**config.mk**
```make
export PLATFORM = sky130hd
export DESIGN_NAME = rxd_dev_flat
export DESIGN_NICKNAME = d
export VERILOG_FILES = /design/src/verilog/rxd_pkg.sv /design/src/verilog/rxd_link_if.sv /design/src/verilog/rxd_rpt.sv /design/src/verilog/rxd_dev.sv /design/src/flat_wrapper.sv
export SDC_FILE = /design/constraint.sdc
export NUM_CORES = 2
export LEC_CHECK = 0
export CAP_MARGIN = 15
export CORE_ASPECT_RATIO = 2
export CORE_UTILIZATION = 50
export DETAILED_ROUTE_END_ITERATION = 7
export DONT_BUFFER_PORTS = 1
export SLEW_MARGIN = 20
export SYNTH_ARGS = -nofsm -noshare
export SYNTH_HDL_FRONTEND = slang
export SYNTH_SLANG_ARGS = --single-unit
```
**constraint.sdc**
```tcl
create_clock -name pclk -period 40.1 [get_ports pclk]
set_input_delay 4.01 -clock pclk [delete_from_list [all_inputs] [get_ports pclk]]
set_output_delay 4.01 -clock pclk [all_outputs]
set_load 0.01 [all_outputs]
```
**src/verilog/rxd_pkg.sv**
```systemverilog
package rxd_pkg;
	// ----------------------------------------------------------------
	// timing
	// ----------------------------------------------------------------
	localparam int CLK_NS    = 40;
	localparam int FRAME_NS  = 125000;
	localparam int FRAME_CYC = FRAME_NS / CLK_NS;

	// ----------------------------------------------------------------
	// packet and report layout
	// ----------------------------------------------------------------
	localparam int HDR_BYTES = 3;
	localparam int OCTET_ADD = 4;
	localparam int RPT_WORDS = 5;
	localparam int RPT_BYTES = RPT_WORDS * 4;
	localparam int ADDR_W    = 24;

	// ----------------------------------------------------------------
	// register offsets
	// ----------------------------------------------------------------
	localparam logic [7:0] OFS_CTRL     = 8'h00;
	localparam logic [7:0] OFS_CFG      = 8'h04;
	localparam logic [7:0] OFS_MAX_EXP  = 8'h08;
	localparam logic [7:0] OFS_MAX_USED = 8'h0c;
	localparam logic [7:0] OFS_INIT_LD  = 8'h10;
	localparam logic [7:0] OFS_UND_LD   = 8'h14;
	localparam logic [7:0] OFS_OVR_LD   = 8'h18;
	localparam logic [7:0] OFS_MIN_D    = 8'h1c;
	localparam logic [7:0] OFS_MAX_D    = 8'h20;
	localparam logic [7:0] OFS_LAST_RTS = 8'h24;
	localparam logic [7:0] OFS_PKT_CNT  = 8'h28;
	localparam logic [7:0] OFS_OCT_CNT  = 8'h2c;
	localparam logic [7:0] OFS_LAST_SMP = 8'h30;
	localparam logic [7:0] OFS_Q_BASE   = 8'h34;
	localparam logic [7:0] OFS_Q_WP     = 8'h38;
	localparam logic [7:0] OFS_LOCAL_TS = 8'h3c;
	localparam logic [7:0] OFS_CH_ADDR  = 8'h40;

	// ----------------------------------------------------------------
	// control bits, cfg fields
	// ----------------------------------------------------------------
	localparam int CTRL_RESTART = 0;
	localparam int CTRL_SLIP    = 1;
	localparam int CTRL_ALWAYS  = 2;
	localparam int CTRL_INIT    = 3;
	localparam int CTRL_CINIT   = 4;
	localparam int CTRL_BS_LSB  = 8;
	localparam int CFG_BASE_LSB = 8;

	// ----------------------------------------------------------------
	// report flag positions
	// ----------------------------------------------------------------
	localparam int RF_LATE    = 0;
	localparam int RF_U       = 1;
	localparam int RF_O       = 2;
	localparam int RF_INIT    = 3;
	localparam int RF_CINIT   = 4;
	localparam int RF_RESTART = 5;
	localparam int RF_LOST    = 6;
	localparam int RF_NM      = 7;
	localparam int RF_OVF     = 8;
	localparam int RF_W       = 9;

	// ----------------------------------------------------------------
	// reset values
	// ----------------------------------------------------------------
	localparam logic [7:0]  NUM_CH_RST  = 8'h01;
	localparam logic [2:0]  BS_RST      = 3'h0;
	localparam logic [15:0] UND_LD_RST  = 16'h0008;
	localparam logic [10:0] MAX_EXP_RST = 11'h000;

	typedef enum logic [2:0] {
		RXD_IDLE = 3'b000,
		RXD_DIV  = 3'b001,
		RXD_EVAL = 3'b010,
		RXD_SMP  = 3'b011,
		RXD_RPT  = 3'b100
	} rxd_state_t;

	typedef enum logic [2:0] {
		RXD_FE_H0  = 3'b000,
		RXD_FE_H1  = 3'b001,
		RXD_FE_H2  = 3'b010,
		RXD_FE_HDR = 3'b011,
		RXD_FE_PAY = 3'b100
	} rxd_fe_state_t;
endpackage

```
**src/verilog/rxd_link_if.sv**
```systemverilog
`timescale 1ns/10ps
interface rxd_link_if (
	input wire logic pclk,
	input wire logic presetn
);
	import rxd_pkg::*;
	logic              hdr_valid;
	logic              hdr_ready;
	logic [5:0]        hdr_li;
	logic [3:0]        hdr_seq;
	logic              smp_valid;
	logic              smp_ready;
	logic [7:0]        smp_data;
	logic              mem_valid;
	logic              mem_ready;
	logic [ADDR_W-1:0] mem_addr;
	logic [31:0]       mem_data;
	logic              mem_word;

	modport dev (
		input  pclk, presetn, hdr_valid, hdr_li, hdr_seq,
		input  smp_valid, smp_data, mem_ready,
		output hdr_ready, smp_ready, mem_valid, mem_addr, mem_data,
		output mem_word
	);
	modport pde (
		input  pclk, presetn, hdr_ready, smp_ready, mem_valid,
		input  mem_addr, mem_data, mem_word,
		output hdr_valid, hdr_li, hdr_seq, smp_valid, smp_data,
		output mem_ready
	);
endinterface

```
**src/verilog/rxd_rpt.sv**
```systemverilog
`timescale 1ns/10ps
module rxd_rpt import rxd_pkg::*; #(
	parameter int NW = RPT_WORDS
) (
	input  wire logic              pclk,
	input  wire logic              presetn,
	input  wire logic              start,
	input  wire logic [ADDR_W-1:0] base,
	input  wire logic [NW*32-1:0]  words,
	output logic                   mem_valid,
	input  wire logic              mem_ready,
	output logic [ADDR_W-1:0]      mem_addr,
	output logic [31:0]            mem_data,
	output logic                   done
);
	// ----------------------------------------------------------------
	// record writer: words go out lowest first, one per accepted beat
	// ----------------------------------------------------------------
	generate
		if (NW < 1)
			$error("rxd_rpt: NW must be at least 1");
	endgenerate

	logic [7:0] idx;
	wire        beat = mem_valid & mem_ready;
	wire        last = (idx == 8'(NW - 1));
	wire [7:0]  nidx = idx + 8'h01;

	always_ff @(posedge pclk or negedge presetn) begin
		if (!presetn) begin
			mem_valid <= 1'b0;
			idx       <= 8'h00;
			mem_addr  <= '0;
			mem_data  <= 32'h0000_0000;
			done      <= 1'b0;
		end else begin
			done <= beat & last;
			if (start && !mem_valid) begin
				mem_valid <= 1'b1;
				idx       <= 8'h00;
				mem_addr  <= base;
				mem_data  <= words[31:0];
			end else if (beat) begin
				mem_valid <= ~last;
				idx       <= nidx;
				mem_addr  <= mem_addr + ADDR_W'(4);
				if (!last)
					mem_data <= words[32*nidx +: 32];
			end
		end
	end
endmodule

```
**src/verilog/rxd_dev.sv**
```systemverilog
// The implementer's own choices: the APB slave port and the register addresses.
`timescale 1ns/10ps
//
// Operation
// - restart bit opens new period, hardware clears it
// - new period loads min and max delta
// - initialized bit set on first packet
// - store sample count of each packet
// - max expected samples absorbs size changes
// - max used samples bounds buffer depth
// - first packet written at init lead
// - underrun packet written at underrun lead
// - overrun packet written at overrun lead
// - track min and max timestamp delta
// - keep last reconstructed remote timestamp
// - count every packet reaching channel
// - add length indicator plus four octets
// - buffer address from base in 256-byte units
// - flag payload not divisible by bearers
// - flag packet too large for buffer
// - report lost samples with 32-bit count
// - report channel and common structure init
// - report carries address and both timestamps
// - flag late packet underrun
// - flag overrun beyond used depth
// - slip report enable reports slips
module rxd_dev import rxd_pkg::*; #(
	parameter int QDEPTH = 64
) (
	input  wire logic        pclk,
	input  wire logic        presetn,
	input  wire logic [7:0]  paddr,
	input  wire logic        psel,
	input  wire logic        penable,
	input  wire logic        pwrite,
	input  wire logic [31:0] pwdata,
	output logic             pready,
	output logic [31:0]      prdata,
	output logic             pslverr,
	rxd_link_if.dev          lnk
);
	localparam int QW = $clog2(QDEPTH);

	generate
		if (QDEPTH < 2 || (QDEPTH & (QDEPTH - 1)) != 0)
			$error("rxd_dev: QDEPTH must be a power of two >= 2");
	endgenerate

	// ----------------------------------------------------------------
	// state
	// ----------------------------------------------------------------
	rxd_state_t      state;
	logic            restart, slip_en, always_rpt, ch_init, cs_init;
	logic [2:0]      bs;
	logic [7:0]      num_ch;
	logic [15:0]     buf_base;
	logic [10:0]     max_exp, max_used, last_smp;
	logic [15:0]     init_ld, und_ld, ovr_ld;
	logic [31:0]     min_d, max_d, last_rts, pkt_cnt, oct_cnt;
	logic [31:0]     local_ts, ts_off, rts, lost;
	logic [ADDR_W-1:0] q_base, ch_addr;
	logic [QW-1:0]   q_wp;
	logic [11:0]     frame_div;
	logic [3:0]      seq, last_seq;
	logic [6:0]      nsamp, rem, frames, last_frames, scnt;
	logic [12:0]     bidx;
	logic [RF_W-1:0] flags;
	logic            discard, rpt_go, rpt_done, rpt_valid;
	logic            rep_pend;
	logic [ADDR_W-1:0] rpt_addr;
	logic [31:0]     rpt_data, rd_word;

	// ----------------------------------------------------------------
	// apb decode
	// ----------------------------------------------------------------
	function automatic logic wr_at(input logic [7:0] ofs);
		return psel & penable & pwrite & (paddr == ofs);
	endfunction

	wire mapped = (paddr[1:0] == 2'b00) && (paddr <= OFS_CH_ADDR);
	wire wr_ctrl = wr_at(OFS_CTRL);
	wire wr_cfg  = wr_at(OFS_CFG);
	assign pready  = 1'b1;
	assign pslverr = psel & penable & ~mapped;

	always_comb begin
		unique case (paddr)
		OFS_CTRL:     rd_word = {21'h0, bs, 3'h0, cs_init, ch_init,
		                         always_rpt, slip_en, restart};
		OFS_CFG:      rd_word = {8'h0, buf_base, num_ch};
		OFS_MAX_EXP:  rd_word = {21'h0, max_exp};
		OFS_MAX_USED: rd_word = {21'h0, max_used};
		OFS_INIT_LD:  rd_word = {16'h0, init_ld};
		OFS_UND_LD:   rd_word = {16'h0, und_ld};
		OFS_OVR_LD:   rd_word = {16'h0, ovr_ld};
		OFS_MIN_D:    rd_word = min_d;
		OFS_MAX_D:    rd_word = max_d;
		OFS_LAST_RTS: rd_word = last_rts;
		OFS_PKT_CNT:  rd_word = pkt_cnt;
		OFS_OCT_CNT:  rd_word = oct_cnt;
		OFS_LAST_SMP: rd_word = {21'h0, last_smp};
		OFS_Q_BASE:   rd_word = {8'h0, q_base};
		OFS_Q_WP:     rd_word = 32'(q_wp);
		OFS_LOCAL_TS: rd_word = local_ts;
		OFS_CH_ADDR:  rd_word = {8'h0, ch_addr};
		default:      rd_word = 32'h0000_0000;
		endcase
	end

	// ----------------------------------------------------------------
	// packet evaluation
	// ----------------------------------------------------------------
	wire        hdr_take = lnk.hdr_valid & lnk.hdr_ready;
	wire        first    = ~ch_init;
	wire [3:0]  dseq     = seq - last_seq;
	wire [31:0] step     = 32'(dseq) * 32'(last_frames);
	// remote time rebuilt from the sequence gap and last non-discarded packet's length
	wire [31:0] remote_w = first ? 32'h0 : last_rts + step;
	wire [31:0] lost_w   = (first || dseq < 4'h2) ? 32'h0 :
	                       32'(32'(dseq - 4'h1) * 32'(last_frames)
	                       * 32'(num_ch));
	wire [31:0] delta_w  = local_ts - remote_w;
	wire        new_per  = restart | first;
	wire [31:0] lead_w   = remote_w + ts_off - local_ts;
	// a packet shorter than the worst case needs that much extra lead
	wire [31:0] slack_w  = (max_exp > 11'(frames)) ?
	                       32'(max_exp - 11'(frames)) : 32'h0;
	wire        late_w   = ~first & lead_w[31];
	wire        u_w      = ~first & ($signed(lead_w) < $signed(slack_w));
	wire [31:0] tail_w   = lead_w + 32'(frames) - 32'h1;
	wire        o_w      = ~first & ~u_w &
	                       ($signed(tail_w) > $signed(32'(max_used)));
	wire        nm_w     = (rem != 7'h0) | (num_ch == 8'h0);
	wire        ovf_w    = (11'(frames) > max_used + 11'h1);
	wire        disc_w   = nm_w | ovf_w;
	wire [15:0] lead_sel = first ? init_ld : (u_w ? und_ld : ovr_ld);
	wire        reseat   = first | u_w | o_w;
	wire [31:0] off_w    = reseat ? local_ts + 32'(lead_sel) - remote_w
	                              : ts_off;
	wire [31:0] bstart_w = (remote_w + off_w) * 32'(num_ch);
	wire        gap_w    = (lost_w != 32'h0);
	wire        slip_w   = u_w | late_w | o_w;
	wire        rep_w    = (slip_en & slip_w) | always_rpt | disc_w |
	                       gap_w | first | restart;
	wire [RF_W-1:0] flg_w;
	assign flg_w[RF_LATE]    = late_w;
	assign flg_w[RF_U]       = u_w;
	assign flg_w[RF_O]       = o_w;
	assign flg_w[RF_INIT]    = first;
	assign flg_w[RF_CINIT]   = ~cs_init;
	assign flg_w[RF_RESTART] = restart;
	assign flg_w[RF_LOST]    = gap_w;
	assign flg_w[RF_NM]      = nm_w;
	assign flg_w[RF_OVF]     = ovf_w;

	// ----------------------------------------------------------------
	// circular buffer and queue addressing
	// ----------------------------------------------------------------
	wire [12:0] bmask   = (13'h0100 << bs) - 13'h1;
	wire [ADDR_W-1:0] smp_addr = {buf_base, 8'h00}
	                           + ADDR_W'(bidx & bmask);
	wire [ADDR_W-1:0] q_addr   = q_base
	                           + ADDR_W'(q_wp) * ADDR_W'(RPT_BYTES);
	wire        in_smp  = (state == RXD_SMP);
	wire        smp_beat = lnk.smp_valid & lnk.smp_ready;
	wire        smp_last = (scnt == nsamp - 7'h1);

	assign lnk.hdr_ready = (state == RXD_IDLE);
	assign lnk.smp_ready = in_smp & (discard | lnk.mem_ready);
	assign lnk.mem_valid = (state == RXD_RPT) ? rpt_valid
	                     : in_smp & ~discard & lnk.smp_valid;
	assign lnk.mem_addr  = (state == RXD_RPT) ? rpt_addr : smp_addr;
	assign lnk.mem_data  = (state == RXD_RPT) ? rpt_data
	                     : {24'h0, lnk.smp_data};
	assign lnk.mem_word  = (state == RXD_RPT);

	rxd_rpt #(.NW(RPT_WORDS)) u_rpt (
		.pclk      (pclk),
		.presetn   (presetn),
		.start     (rpt_go),
		.base      (q_addr),
		.words     ({local_ts, rts, lost, 8'h0, ch_addr,
		             23'h0, flags}),
		.mem_valid (rpt_valid),
		.mem_ready (lnk.mem_ready & (state == RXD_RPT)),
		.mem_addr  (rpt_addr),
		.mem_data  (rpt_data),
		.done      (rpt_done)
	);

	// ----------------------------------------------------------------
	// software registers
	// ----------------------------------------------------------------
	always_ff @(posedge pclk or negedge presetn) begin
		if (!presetn) begin
			prdata   <= 32'h0000_0000;
			restart  <= 1'b0;
			slip_en  <= 1'b0;
			always_rpt <= 1'b0;
			ch_init  <= 1'b0;
			cs_init  <= 1'b0;
			bs       <= BS_RST;
			num_ch   <= NUM_CH_RST;
			buf_base <= 16'h0000;
			max_exp  <= MAX_EXP_RST;
			max_used <= 11'h000;
			init_ld  <= 16'h0000;
			und_ld   <= UND_LD_RST;
			ovr_ld   <= 16'h0000;
			last_smp <= 11'h000;
			q_base   <= '0;
			ch_addr  <= '0;
		end else begin
			if (psel && !penable)
				prdata <= mapped ? rd_word : 32'h0000_0000;
			if (wr_ctrl) begin
				restart    <= pwdata[CTRL_RESTART];
				slip_en    <= pwdata[CTRL_SLIP];
				always_rpt <= pwdata[CTRL_ALWAYS];
				bs         <= pwdata[CTRL_BS_LSB +: 3];
			end else if (state == RXD_EVAL)
				restart <= 1'b0;
			// hardware set beats a software clear in the same cycle
			if (state == RXD_EVAL) begin
				ch_init <= 1'b1;
				cs_init <= 1'b1;
			end else if (wr_ctrl) begin
				ch_init <= pwdata[CTRL_INIT];
				cs_init <= pwdata[CTRL_CINIT];
			end
			if (wr_cfg) begin
				num_ch   <= pwdata[7:0];
				buf_base <= pwdata[CFG_BASE_LSB +: 16];
			end
			if (wr_at(OFS_MAX_EXP))  max_exp  <= pwdata[10:0];
			if (wr_at(OFS_MAX_USED)) max_used <= pwdata[10:0];
			if (wr_at(OFS_INIT_LD))  init_ld  <= pwdata[15:0];
			if (wr_at(OFS_UND_LD))   und_ld   <= pwdata[15:0];
			if (wr_at(OFS_OVR_LD))   ovr_ld   <= pwdata[15:0];
			if (wr_at(OFS_Q_BASE))   q_base   <= pwdata[ADDR_W-1:0];
			if (wr_at(OFS_CH_ADDR))  ch_addr  <= pwdata[ADDR_W-1:0];
			if (state == RXD_EVAL)
				last_smp <= 11'(nsamp);
			else if (wr_at(OFS_LAST_SMP))
				last_smp <= pwdata[10:0];
		end
	end

	// ----------------------------------------------------------------
	// local frame clock
	// ----------------------------------------------------------------
	always_ff @(posedge pclk or negedge presetn) begin
		if (!presetn) begin
			frame_div <= 12'h000;
			local_ts  <= 32'h0000_0000;
		end else if (frame_div == 12'(FRAME_CYC - 1)) begin
			frame_div <= 12'h000;
			local_ts  <= local_ts + 32'h1;
		end else
			frame_div <= frame_div + 12'h001;
	end

	// ----------------------------------------------------------------
	// packet sequencer
	// ----------------------------------------------------------------
	always_ff @(posedge pclk or negedge presetn) begin
		if (!presetn) begin
			state   <= RXD_IDLE;
			seq     <= 4'h0;
			last_seq <= 4'h0;
			nsamp   <= 7'h0;
			rem     <= 7'h0;
			frames  <= 7'h0;
			last_frames <= 7'h0;
			scnt    <= 7'h0;
			bidx    <= 13'h0;
			pkt_cnt <= 32'h0;
			oct_cnt <= 32'h0;
			min_d   <= 32'h0;
			max_d   <= 32'h0;
			last_rts <= 32'h0;
			ts_off  <= 32'h0;
			rts     <= 32'h0;
			lost    <= 32'h0;
			flags   <= '0;
			discard <= 1'b0;
			rpt_go  <= 1'b0;
			q_wp    <= '0;
		end else begin
			rpt_go <= 1'b0;
			unique case (state)
			RXD_IDLE: if (hdr_take) begin
				seq     <= lnk.hdr_seq;
				nsamp   <= 7'(lnk.hdr_li) + 7'h1;
				rem     <= 7'(lnk.hdr_li) + 7'h1;
				frames  <= 7'h0;
				pkt_cnt <= pkt_cnt + 32'h1;
				oct_cnt <= oct_cnt + 32'(lnk.hdr_li)
				         + 32'(OCTET_ADD);
				state   <= RXD_DIV;
			end
			// frames per bearer by repeated subtraction
			RXD_DIV: if (num_ch != 8'h0 && 8'(rem) >= num_ch) begin
				rem    <= rem - 7'(num_ch);
				frames <= frames + 7'h1;
			end else
				state <= RXD_EVAL;
			RXD_EVAL: begin
				rts      <= remote_w;
				last_rts <= remote_w;
				last_seq <= seq;
				lost     <= lost_w;
				flags    <= flg_w;
				discard  <= disc_w;
				scnt     <= 7'h0;
				bidx     <= 13'(bstart_w);
				if (new_per || $signed(delta_w) < $signed(min_d))
					min_d <= delta_w;
				if (new_per || $signed(delta_w) > $signed(max_d))
					max_d <= delta_w;
				if (!disc_w) begin
					last_frames <= frames;
					ts_off      <= off_w;
				end
				state <= RXD_SMP;
			end
			RXD_SMP: if (smp_beat) begin
				scnt <= scnt + 7'h1;
				bidx <= bidx + 13'h1;
				if (smp_last) begin
					state  <= rep_pend ? RXD_RPT : RXD_IDLE;
					rpt_go <= rep_pend;
				end
			end
			RXD_RPT: if (rpt_done) begin
				q_wp  <= q_wp + QW'(1);
				state <= RXD_IDLE;
			end
			default: state <= RXD_IDLE;
			endcase
		end
	end

	// report decision held from evaluation to end of payload
	always_ff @(posedge pclk or negedge presetn) begin
		if (!presetn)
			rep_pend <= 1'b0;
		else if (state == RXD_EVAL)
			rep_pend <= rep_w;
	end
endmodule

```
**src/flat_wrapper.sv**
```systemverilog
// flat-port wrapper written by rule: the top's interface ports become plain ports
module rxd_dev_flat import rxd_pkg::*;
#(
	parameter int QDEPTH = 64
)
  (pclk, presetn, paddr, psel, penable, pwrite, pwdata, pready, prdata, pslverr, lnk_hdr_valid, lnk_hdr_li, lnk_hdr_seq, lnk_smp_valid, lnk_smp_data, lnk_mem_ready, lnk_hdr_ready, lnk_smp_ready, lnk_mem_valid, lnk_mem_addr, lnk_mem_data, lnk_mem_word);
  rxd_link_if lnk_i (.pclk(pclk), .presetn(presetn));
  input  wire logic pclk;
  input  wire logic presetn;
  input  wire logic [7:0] paddr;
  input  wire logic psel;
  input  wire logic penable;
  input  wire logic pwrite;
  input  wire logic [31:0] pwdata;
  output logic pready;
  output logic [31:0] prdata;
  output logic pslverr;
  input wire logic [$bits(lnk_i.hdr_valid)-1:0] lnk_hdr_valid;
  input wire logic [$bits(lnk_i.hdr_li)-1:0] lnk_hdr_li;
  input wire logic [$bits(lnk_i.hdr_seq)-1:0] lnk_hdr_seq;
  input wire logic [$bits(lnk_i.smp_valid)-1:0] lnk_smp_valid;
  input wire logic [$bits(lnk_i.smp_data)-1:0] lnk_smp_data;
  input wire logic [$bits(lnk_i.mem_ready)-1:0] lnk_mem_ready;
  output wire logic [$bits(lnk_i.hdr_ready)-1:0] lnk_hdr_ready;
  output wire logic [$bits(lnk_i.smp_ready)-1:0] lnk_smp_ready;
  output wire logic [$bits(lnk_i.mem_valid)-1:0] lnk_mem_valid;
  output wire logic [$bits(lnk_i.mem_addr)-1:0] lnk_mem_addr;
  output wire logic [$bits(lnk_i.mem_data)-1:0] lnk_mem_data;
  output wire logic [$bits(lnk_i.mem_word)-1:0] lnk_mem_word;
  assign lnk_i.hdr_valid = lnk_hdr_valid;
  assign lnk_i.hdr_li = lnk_hdr_li;
  assign lnk_i.hdr_seq = lnk_hdr_seq;
  assign lnk_i.smp_valid = lnk_smp_valid;
  assign lnk_i.smp_data = lnk_smp_data;
  assign lnk_i.mem_ready = lnk_mem_ready;
  assign lnk_hdr_ready = lnk_i.hdr_ready;
  assign lnk_smp_ready = lnk_i.smp_ready;
  assign lnk_mem_valid = lnk_i.mem_valid;
  assign lnk_mem_addr = lnk_i.mem_addr;
  assign lnk_mem_data = lnk_i.mem_data;
  assign lnk_mem_word = lnk_i.mem_word;
  rxd_dev #(.QDEPTH(QDEPTH)) u_core (.pclk(pclk), .presetn(presetn), .paddr(paddr), .psel(psel), .penable(penable), .pwrite(pwrite), .pwdata(pwdata), .pready(pready), .prdata(prdata), .pslverr(pslverr), .lnk(lnk_i));
endmodule
```
==> summary.md <==
| Metric | Value |
|---|---|
| P_leak | `27.3 nW` |
| Core area | `0.106 mm^2` |
| Die area | `0.109 mm^2` |
| Relative slew slack | `0.0141` |
| Die height | `465 um` |
| Clock Path Buffers | `3` |
| WL per Instance | `26.8 um` |
| WP data arrival | `21900 ps` |
| P&R area growth vs syn | `6.71%` |
| Slew Limit Fails | `0` |
| Worst Path Required | `40690 ps` |
| Synth Area per Inst | `9.07 um^2` |
| # Post-CTS Setup Buffers | `0` |
| Share of cells above drive strength 1 | `0.0798` |
| RSZ-0062 raised after global routing | `no` |
| Post-CTS sizing | `0` |
| Share of the synthesized area in the top cell type | `0.281` |
| Failing checks | `DRC` |
| Cell count after synthesis | `5911` |
| Syn Nets | `6726` |
| Detailed placement HPWL | `151000 um` |
| Commonest non-fill, non-tap cell in the layout | `nand2_1` |
| Register area share after synthesis | `0.282` |
| DRC | `69` |
| Synth cell types | `88` |
| Via count | `43.8k` |
| Clock latency on the worst-skew pair | `730 ps` |
| Yosys Warn Count | `0` |
| Dominant synthesized flop cell | `dfrtp_1` |
| Starting density of the core | `0.505` |
| Worst Setup Start Kind | `flip-flop` |
| Fmax | `0.0469 GHz` |
| Placed cell count | `7115` |
| Largest net degree at the start of global routing | `605` |
| Post-layout nets | `6624` |
| Fin. Hold Viols | `0` |
| Post-route minimum period | `21310 ps` |
| Max Cap Violations | `0` |
| Slowest CP cell | `xor2_1` |
| Gr usage total | `0.361` |
| Status | `finished, violations left` |
| Setup CP Type | `flip-flop to flip-flop` |
| Fin Setup TNS | `0 ps` |
| Die width | `234 um` |
| Netlist Area Pre-Place | `0.0536 mm^2` |
| Max VDD drop | `0.164 mV` |
| Vias/cell | `6.07` |
| Worst path max stage delay | `840 ps` |
| I/O pin total | `160` |
| Drt initial violations | `3009` |
| H-Tree Depth | `2` |
| EDFF count, synth | `0` |
| Worst Setup End Kind | `flip-flop` |
| Crit-path most repeated cell | `fa_1` |
| TritonRoute pass-1 iters | `8` |
| Total grt overflow | `0` |
| CTS Sinks | `604` |
| Setup-failing EPs final | `0` |
| Ys async rst share | `1.00` |
| Synth top area cells | `dfrtp_1, fa_1, ha_1` |
| Crit path max fanout | `20` |
| PwrDens | `79.0 mW/mm^2` |
| Commonest non-fill, non-tap cells in the layout | `nand2_1, inv_1, dfrtp_1, ha_1, o21ai_0` |
| Flop and latch count out of synthesis | `604` |
| CTS Hold Buffers Added | `0` |
| Clock Skew | `89.3 ps` |
| DRT antenna net count | `0` |
| Worst Tran Pin Value | `1480 ps` |
| Final Util | `0.539` |
| Leading area contributor after synthesis | `dfrtp_1` |
| Number of antenna violations at the first check in global routing | `12` |
| Num CTS Buffers | `60` |
| CTS tree | `built` |
| Finished Layout Cells | `7226` |
| Vias in the first global route | `44.8k` |
| Root cell of the clock tree | `clkbuf_16` |
| Hold Crit Class | `flip-flop to flip-flop` |
| DRT Wirelength | `194000 um` |
| Core Rows | `169` |
| First-pass GRT wire length | `285000 um` |
| GP Congestion | `1.01` |
| I/O Buffers | `0` |
| Clock-pin slew on the worst setup and hold paths | `70 ps` |
| Period utilisation layout | `0.531` |
-- metal layers --
metal | GRT usage | part of all wire
met1 | 0.348 | 0.32
met2 | 0.626 | 0.50
met4 | 0.367 | 0.13
met5 | 0 | 0.00027
met3 | 0.0632 | 0.057
-- through the flow --
stage | hold slack (ps) | power [mW] | setup WS (ps) | cell area [um^2]
3_3_place_gp | 452 | 3.83 | 19270 | 55100
6_report | 471 | 4.52 | 18790 | 57200
4_1_cts | 473 | 4.49 | 19090 | 57200
5_1_grt | 494 | 4.82 | 17660 | 57200
2_1_floorplan | 434 | 2.94 | 22630 | 53600
3_5_place_dp | 456 | 3.85 | 19170 | 55100
-- report_power, final --
group          switching (mW)  total (mW)  internal, mW
registers              0.0871       0.769         0.682
clock network           0.277       0.618         0.341
logic                    1.92        3.13          1.22
-- registers in the layout, summed over array words and instances (netlist names), 9 cells and up, named ones only --
name                   count
u_core.bidx               13
u_core.local_ts           32
u_core.buf_base           16
u_core.q_base             24
u_core.init_ld            16
u_core.ch_addr            24
u_core.max_exp            11
u_core.min_d              32
u_core.frame_div          12
u_core.ovr_ld             16
u_core.prdata             32
u_core.u_rpt.mem_addr     24
u_core.last_smp           11
u_core.flags               9
u_core.last_rts           32
u_core.lost               32
u_core.pkt_cnt            32
u_core.max_used           11
u_core.u_rpt.mem_data     32
u_core.max_d              32
u_core.und_ld             16
u_core.ts_off             13
u_core.oct_cnt            32
-- cell type report --
type                            instances  area, um^2
Clock buffer                           82        1720
Inverter                              662        2480
Timing Repair Buffer                   74         568
Clock inverter                         26         365
Sequential cell                       604       15100
Fill cell                            9987       48900
Antenna cell                            3        7.51
Tap cell                             1368        1710
Multi-Input combinational cell       4407       35200
-- worst max-delay path: cells and delay by family (launching register included) --
| family | cells | cell delay, ps |
|---|---|---|
| adders and majority gates | 17 | 7160 |
| muxes | 3 | 1190 |
| and+or+nand+nor | 14 | 2220 |
| xor gates and xnor gates | 6 | 2750 |
| DFF | 1 | 360 |
| AOI/OAI and AO/OA | 26 | 6490 |
| buffers and inverters | 9 | 920 |
-- synth_stat cells, types with 67 or more instances --
cell and count:
a22oi_1 85, and2_1 188, xnor2_1 260, xor2_1 128
a22o_1 71, clkbuf_1 205, fa_1 324, a21o_1 99
mux2i_1 80, ha_1 425, nand4_1 85, and3_1 67
a21oi_1 261, inv_1 662, dfrtp_1 602, nand2_1 666
nand3_1 157, nor2_1 305, o21ai_0 327, mux2_2 237
-- logic make-up after synthesis --
logic type | Yosys count | share of synthesized area
adder cells (fa/ha/maj) | 749 | 0.220
XOR/XNOR | 392 | 0.0649
AO/OA/AOI/OAI | 1170 | 0.141
multiplexers | 337 | 0.0710
buffers and inverters | 900 | 0.0635
AND/OR/NAND/NOR | 1758 | 0.157
flip-flops | 604 | 0.282
other | 1 | 0.0000699
-- worst paths after layout --
kind                                start                         to  slack [ps]  depth (start not counted)
max                         u_core.seq[0]            u_core.bidx[12]       18790                         75
min                        u_core.lost[4]             u_core.lost[4]         470                          2
max reg2reg                 u_core.seq[0]            u_core.bidx[12]       18790                         75
min reg2reg                u_core.lost[4]             u_core.lost[4]         470                          2
max in group asynchronous         presetn        u_core.frame_div[9]       35850                          0
min in group asynchronous         presetn  u_core.u_rpt.mem_addr[16]        2980                          0
(Power assumes the default switching activity.)
